### src/eeprom_link_pkg.sv
// Purpose: shared constants and carriers for the serial memory host link
// Assumes: 50 MHz core clock
// Notes:   clock ratios and byte framing live here
package eeprom_link_pkg;

  // ----------------------------------------------------------------------
  // timing
  // ----------------------------------------------------------------------
  localparam int CORE_FREQ_HZ     = 50_000_000;
  localparam int SCLK_MAX_HZ      = 2_000_000;
  localparam int RATIO_SYNC_MIN   = 40;       // enhanced_sync_port floor
  localparam int RATIO_COMM_MIN   = 8;        // sync_comm_port floor
  // least divider that keeps the serial clock at or below its ceiling
  localparam int RATIO_RATE_MIN   = (CORE_FREQ_HZ + SCLK_MAX_HZ - 1)
                                    / SCLK_MAX_HZ;
  localparam int DIV_W            = 8;
  localparam int BITS_PER_BYTE    = 8;
  localparam int BIT_CNT_W        = 4;
  localparam logic [BIT_CNT_W-1:0] LAST_BIT = 4'h7;
  localparam logic [DIV_W-1:0]     DIV_ZERO = 8'h00;

  // ----------------------------------------------------------------------
  // attribute pin configuration
  // ----------------------------------------------------------------------
  localparam logic [1:0] ACCESS_TYPE_ATTR = 2'h2;   // plain attribute output
  localparam logic [1:0] ACCESS_TYPE_DRAM = 2'h3;
  localparam logic       POLARITY_RESET   = 1'h0;   // cleared: pin high

  typedef logic [BITS_PER_BYTE-1:0] byte_t;

  // one byte plus a flag that closes the frame after it
  typedef struct packed {
    byte_t data;
    logic  last;
  } txword_t;

  typedef enum logic [1:0] {
    ST_IDLE  = 2'b00,
    ST_SETUP = 2'b01,
    ST_LOW   = 2'b11,
    ST_HIGH  = 2'b10
  } link_state_t;

endpackage : eeprom_link_pkg

### src/eeprom_spi_link.sv
// Purpose: host side serial link to an spi memory, full duplex, mode 0
// Assumes: hold and write protect lines of the memory are pulled inactive
// Notes:   chip select driven only through the polarity bit
`timescale 1ns/10ps
`default_nettype none
module eeprom_spi_link
  import eeprom_link_pkg::*;
#(
  parameter bit          USE_COMM_PORT = 1'b0,   // 0 sync port, 1 comm port
  parameter int unsigned CLK_DIV       = 40      // core clocks per sclk
) (
  input  wire logic    clk,          // 50 MHz core clock
  input  wire logic    rst_n,        // async reset, active low
  input  wire txword_t txData,       // byte to send, last closes frame
  input  wire logic    txValid,      // txData offered
  output logic         txReady,      // buffer can take a byte
  output byte_t        rxData,       // byte caught during a send
  output logic         rxValid,      // rxData holds a byte
  input  wire logic    rxReady,      // consumer takes rxData
  output logic         serialClk,    // sync_port_clock_pin
  output logic         serialOut,    // sync_tx_data_pin
  input  wire logic    serialIn,     // sync_rx_data_pin
  output logic         attributePin, // attribute_pin_one, chip select low
  output logic [1:0]   accessType,   // access_type_field
  output logic         holdInactive  // hold kept high
);

  // ----------------------------------------------------------------------
  // divider limits
  // ----------------------------------------------------------------------
  localparam int RATIO_MIN = USE_COMM_PORT ? RATIO_COMM_MIN : RATIO_SYNC_MIN;
  localparam int DIV_USED  = (CLK_DIV < RATIO_MIN) ? RATIO_MIN :
                             ((CLK_DIV < RATIO_RATE_MIN) ? RATIO_RATE_MIN
                                                         : CLK_DIV);
  localparam logic [DIV_W-1:0] HALF_LOW  = DIV_W'(DIV_USED / 2 - 1);
  localparam logic [DIV_W-1:0] HALF_HIGH = DIV_W'(DIV_USED - DIV_USED / 2 - 1);

  typedef struct packed {
    logic             rs1;
    logic             rs2;
    txword_t [1:0]    tb;       // two-entry tx buffer
    logic    [1:0]    tbv;
    logic             tbw;      // write index
    logic             tbr;      // read index
    link_state_t      st;
    logic [DIV_W-1:0] div;
    logic [BIT_CNT_W-1:0] bitn;
    byte_t            sh;       // shift out
    byte_t            cap;      // shift in
    logic             lastByte;
    byte_t [1:0]      rb;       // two-entry rx buffer
    logic  [1:0]      rbv;
    logic             rbw;
    logic             rbr;
    logic             polarity; // pin_polarity_bit
    logic             sck;
    logic             sdo;
    logic             txRdy;
    logic             rxVld;
    byte_t            rxOut;
  } state_t;

  state_t s_r, s_nxt;

  function automatic logic full2(input logic [1:0] v);
    return &v;
  endfunction : full2

  // ----------------------------------------------------------------------
  // next state
  // ----------------------------------------------------------------------
  // one process; the rx buffer must have room before a byte starts, so a
  // stalled consumer halts the link instead of dropping data; select stays
  // low through such a stall so the memory does not lose the frame
  always_comb begin
    logic txTake;
    logic rxTake;
    txTake = 1'b0;
    rxTake = 1'b0;
    s_nxt = s_r;
    s_nxt.rs1 = 1'b1;
    s_nxt.rs2 = s_r.rs1;
    if (s_r.txRdy && txValid) begin
      s_nxt.tb[s_r.tbw]  = txData;
      s_nxt.tbv[s_r.tbw] = 1'b1;
      s_nxt.tbw          = ~s_r.tbw;
    end
    if (s_r.rxVld && rxReady) begin
      rxTake              = 1'b1;
      s_nxt.rbv[s_r.rbr]  = 1'b0;
      s_nxt.rbr           = ~s_r.rbr;
    end
    unique case (s_r.st)
      ST_IDLE: begin
        s_nxt.sck = 1'b0;
        if (s_r.tbv[s_r.tbr] && !full2(s_r.rbv)) begin
          txTake          = 1'b1;
          s_nxt.sh        = s_r.tb[s_r.tbr].data;
          s_nxt.lastByte  = s_r.tb[s_r.tbr].last;
          s_nxt.polarity  = 1'b1;
          s_nxt.sdo       = s_r.tb[s_r.tbr].data[BITS_PER_BYTE-1];
          s_nxt.bitn      = '0;
          s_nxt.div       = HALF_LOW;
          s_nxt.st        = ST_SETUP;
        end else if (!s_r.tbv[s_r.tbr]) begin
          // nothing queued: the transfer is over, release the memory
          s_nxt.polarity  = 1'b0;
        end
      end
      ST_SETUP, ST_LOW: begin
        if (s_r.div == DIV_ZERO) begin
          s_nxt.sck = 1'b1;
          s_nxt.cap = {s_r.cap[BITS_PER_BYTE-2:0], serialIn};
          s_nxt.div = HALF_HIGH;
          s_nxt.st  = ST_HIGH;
        end else begin
          s_nxt.div = s_r.div - 1'b1;
        end
      end
      ST_HIGH: begin
        if (s_r.div == DIV_ZERO) begin
          s_nxt.sck = 1'b0;
          s_nxt.div = HALF_LOW;
          if (s_r.bitn == LAST_BIT) begin
            s_nxt.rb[s_r.rbw]  = s_r.cap;
            s_nxt.rbv[s_r.rbw] = 1'b1;
            s_nxt.rbw          = ~s_r.rbw;
            // keep select across bytes unless the frame ends here
            if (s_r.lastByte)
              s_nxt.polarity = 1'b0;
            s_nxt.st = ST_IDLE;
          end else begin
            s_nxt.sh   = {s_r.sh[BITS_PER_BYTE-2:0], 1'b0};
            s_nxt.sdo  = s_r.sh[BITS_PER_BYTE-2];
            s_nxt.bitn = s_r.bitn + 1'b1;
            s_nxt.st   = ST_LOW;
          end
        end else begin
          s_nxt.div = s_r.div - 1'b1;
        end
      end
    endcase
    if (txTake) begin
      s_nxt.tbv[s_r.tbr] = 1'b0;
      s_nxt.tbr          = ~s_r.tbr;
    end
    s_nxt.txRdy = ~s_nxt.tbv[s_nxt.tbw];
    s_nxt.rxVld = s_nxt.rbv[s_nxt.rbr];
    s_nxt.rxOut = s_nxt.rb[s_nxt.rbr];
    if (rxTake && !s_nxt.rxVld)
      s_nxt.rxOut = s_r.rxOut;
  end

  // ----------------------------------------------------------------------
  // registers, reset released through two flops
  // ----------------------------------------------------------------------
  always_ff @(posedge clk or negedge rst_n) begin
    if (!rst_n) begin
      s_r          <= '0;
      s_r.polarity <= POLARITY_RESET;
    end else if (!s_r.rs2) begin
      s_r     <= '0;
      s_r.rs1 <= 1'b1;
      s_r.rs2 <= s_r.rs1;
    end else begin
      s_r <= s_nxt;
    end
  end

  // ----------------------------------------------------------------------
  // outputs
  // ----------------------------------------------------------------------
  assign txReady      = s_r.txRdy;
  assign rxValid      = s_r.rxVld;
  assign rxData       = s_r.rxOut;
  assign serialClk    = s_r.sck;
  assign serialOut    = s_r.sdo;
  assign attributePin = ~s_r.polarity;
  assign accessType   = ACCESS_TYPE_ATTR;
  assign holdInactive = 1'b1;
endmodule : eeprom_spi_link
`default_nettype wire

### config.mk
export PLATFORM = sky130hd
export DESIGN_NAME = eeprom_spi_link
export DESIGN_NICKNAME = d
export VERILOG_FILES = /design/src/eeprom_link_pkg.sv /design/src/eeprom_spi_link.sv
export SDC_FILE = /design/constraint.sdc
export NUM_CORES = 1
export LEC_CHECK = 0
export BUFFER_PORTS_ARGS = -buffer_cell sky130_fd_sc_hd__buf_2
export CORE_ASPECT_RATIO = 0.6
export CORE_MARGIN = 3
export CORE_UTILIZATION = 51
export CTS_CLUSTER_DIAMETER = 50
export CTS_CLUSTER_SIZE = 40
export DETAILED_ROUTE_END_ITERATION = 10
export GPL_TIMING_DRIVEN = 1
export PLACE_DENSITY = 0.72
export SETUP_SLACK_MARGIN = 0.05
export SLEW_MARGIN = 0
export SYNTH_ARGS = -nofsm -noshare
export SYNTH_HDL_FRONTEND = slang
export SYNTH_SLANG_ARGS = --single-unit
### constraint.sdc
create_clock -name clk -period 2 [get_ports clk]
set_input_delay 0.2 -clock clk [delete_from_list [all_inputs] [get_ports clk]]
set_output_delay 0.2 -clock clk [all_outputs]
set_load 0.02 [all_outputs]
==> impl_results.md <==
* Failing checks: setup timing
* Mapped cell area at 4510 µm²
* GRT Total Usage at 0.242
* Final min period at 2.07 ns
* Net Sw Frac at 0.318
* First-pass iteration count of the detailed router at 5
* Final setup TNS at -0.457 ns
* NetSw at 1800 µW
* WP depth at 9
* Inserted Clock Buffers at 9
* Number of library cell types mapped by synthesis at 56
* Post-synth ARST share at 1.00
* Critical Path RT at 2.23 ns
* Initial Utilization at 0.548
* Clock root buffer: clkbuf_16
* Mux cell area share after synthesis at 0.0799
* Number of synthesized flops with an enable pin at 0
* Detailed-route wire length per cell at 18.2 µm
* Nets at 559
* Crit path largest cell delay at 0.39 ns
* Total Wirelength at 11900 µm
* Cell chain of the critical path: ha_2, buf_4, nand3b_1, buf_4, nor4_4, buf_4, buf_12, a311o_1, mux2_4
* Final Slew Violations at 0
* CP dominant cell by count: buf_4
* Worst Reg-to-Reg Cells at 9
* Dominant cell type by area after synthesis: dfrtp_1
* Maximum vdd ir drop at 0.486 mV
* XOR/XNOR Fraction of Synth Area at 0.0136
* FP Rows at 25
* Clock Power Share at 0.306
* Final setup vio count at 8
* GRT met2 Usage at 0.351
* Ratio of cells with drive above 1 in the final layout at 0.305
* Family with the most delay on the worst path: buffers and inverters
* Gpl congestion at 0.868
* Fillcell total at 590
* Boundary pin count at 30
* Worst hold path class: in2reg
* Register area share after synthesis at 0.483
* Antenna-violating nets left at 0
* Die area at 10000 µm²
* Compound-cell area share of the yosys netlist at 0.173
* Combinational fraction of design power at 0.342
* Clk_skew at 0.00594 ns
* DR vias/cell at 6.00
* Most crowded layer after global routing: met1
* RSZ-0062 raised after global routing: true
* Achievable Freq at 482 MHz
* Leak Pwr at 0.00263 µW
* Ant diodes at 0
* Gr ovfl total at 0
* Seq pwr share at 0.352
* Port-buffer cells at 26
* Worst path bufs/invs at 4
* Initial DRC Count at 340
* Antenna violations before repair at 0
* Number of global-route vias before repair at 3768
* Synth top area share at 0.483
* Startpoint Class: register
* Setup Crit Path Kind: reg2reg
* CP max stage cell: dfrtp_1
* Largest net degree at the start of global routing at 40
* Area Overhead vs Synth at 26.8%
* Adder-Cell Fraction of Synth Area at 0.00555
* DRC violations left at 0
* Met1 Track Usage GR at 0.355
* Int Power at 3860 µW
* Longest Clk Path Bufs at 2
* Slew margin rel. at 0.419
* Synth top area cells: dfrtp_1 (48%), nand2_1 (7.1%), mux2i_1 (5.3%)
* Vias at 3935
* Critical path capture point type: register
* Worst-margin pin slew at 0.867 ns
* Top_reg_cell synth: dfrtp_1
* Worst Hold Depth at 3
* PD cells at 990 nW/µm²
* Yosys reg bits at 87
* Post-Synth Simple-Gate Area at 0.184
* Number of max-cap violations at 0
* Final period util at 1.04
* Worst skew pair latency at 0.34 ns
* First-pass GRT wire length at 19100 µm
* Status: finished with violations
* Setup WS pre-CTS at -0.158 ns
* Clk sinks at 87
* Post-DP HPWL at 7400 µm
* CP arrival at 2.30 ns
* Core area at 8230 µm²
* Met3 Use GR at 0.0605
* Die Ht at 78.8 µm
* Syn Area/Cell at 9.51 µm²
* Clock Pin Slew Worst Setup and Hold Paths at 0.06 ns
* CTS tree: yes
* Die Span X at 127 µm
* Ys Warns at 0
* Main combinational cell family by area after synthesis: simple AND/OR/NAND/NOR gates
* H-Tree Depth at 3
* Final Hold Viols at 0
* Worst Path Max Fanout at 8
* Cells after Synth at 474
* Final WS setup at -0.0741 ns
power by group through the flow:
stage	sequential, µW	combinational [µW]	clock (µW)
after global placement	2020	1440	0
after global routing	2010	2100	1820
after detailed placement	2030	1470	0
final	1990	1940	1730
after CTS	1990	1790	1760
after floorplan	2030	868	0
cell usage after synthesis (6+ instances only):
library cell,instances
nand2_1,85
dfrtp_1,87
nor2_1,35
and3_2,6
o21ai_1,8
mux2_2,8
o211ai_1,25
a311o_1,8
a21oi_1,47
o21ai_0,11
inv_1,7
mux2i_1,24
xnor2_1,6
nand3_1,9
clkbuf_1,21
a211o_1,9
buf_2,6
buf_4,13
stage by stage:
step	hold WS [ns]	power [µW]	cells	utilization	instance area, µm²
6_report	0.0948	5660	656	0.695	5720
5_1_grt	0.101	5930	656	0.695	5720
4_1_cts	0.0859	5540	647	0.670	5510
3_5_place_dp	0.185	3500	617	0.608	5000
3_3_place_gp	0.183	3460	617	0.608	5000
2_1_floorplan	-0.0956	2890	476	-	4540
state kept, by name, summed over array words and instances (netlist names):
name,flops
serialClk,1
txReady,1
s_nxt,1
serialOut,1
s_r,74
rxData,8
rxValid,1
cells by family (layout without fill, tap and decap cells):
kind of cell               count (synthesis)  after routing
DFF                                       87             87
buffers and inverters                     52            123
other                                      2              4
adders and majority gates                  2              2
xor gates and xnor gates                   7              7
muxes                                     34             34
AOI/OAI and AO/OA                        120            120
and+or+nand+nor                          170            171
worst paths after layout:
check / from / endpoint / slack, ns
max in group asynchronous: rst_n / s_r[78]$_DFFE_PN0P_ / 1.05
min in group asynchronous: rst_n / s_r[58]$_DFFE_PN0N_ / 0.35
hold / removal: txData[4] / s_r[72]$_DFFE_PN0P_ / 0.09
setup reg to reg: s_r[50]$_DFFE_PN0P_ / rxData[2]$_DFFE_PN0P_ / -0.07
setup / recovery: s_r[50]$_DFFE_PN0P_ / rxData[2]$_DFFE_PN0P_ / -0.07
hold reg to reg: s_nxt[86]$_DFF_PN0_ / s_r[86]$_DFF_PN0_ / 0.36
per-layer routing:
metal	wire length [µm]	share of wire
met1	5460	0.46
met2	5230	0.44
met3	1080	0.091
met4	159	0.013
met5	0	0
layout make-up:
| class | count | area [µm²] | share of cell area |
|---|---|---|---|
| Clock buffer | 11 | 243 | 0.0425 |
| Multi-Input combinational cell | 338 | 2250 | 0.393 |
| Sequential cell | 87 | 2180 | 0.381 |
| Timing Repair Buffer | 100 | 826 | 0.144 |
| Tap cell | 108 | 135 | 0.0236 |
| Clock inverter | 5 | 63.8 | 0.0112 |
| Inverter | 7 | 26.3 | 0.00460 |
timing repair:
action / 4_1_cts / 5_1_grt
gates resized for setup: 11 / 37
hold buffers: 1 / 0
endpoints found under the hold margin: 30 / 0
endpoints found under the setup margin: 15 / 50
setup buffers: 12 / 6
gates cloned: 1 / 3
pin swaps: 5 / 12
worst register-to-register path: cells and delay by family (launching register included):
kind	cells	cell delay (ns)
buffers and inverters	4	0.59
DFF	1	0.39
muxes	1	0.26
and+or+nand+nor	2	0.19
adders and majority gates	1	0.21
AOI/OAI and AO/OA	1	0.32
layout by cell type, fill, tap and decap left out, types with 4 or more instances in the layout:
cell,count
buf_12,7
clkbuf_16,10
nand2_1,82
a311o_1,8
a21oi_1,40
xnor2_1,6
dfrtp_1,87
conb_1,4
a21oi_2,7
mux2_4,8
buf_6,8
o21ai_0,11
and3_4,7
o21ai_1,6
nand3_1,8
buf_2,25
mux2i_1,24
buf_4,58
inv_1,4
nor2_1,35
a211o_1,8
o211ai_1,25
No activity file was read; power rests on OpenSTA's default activity.
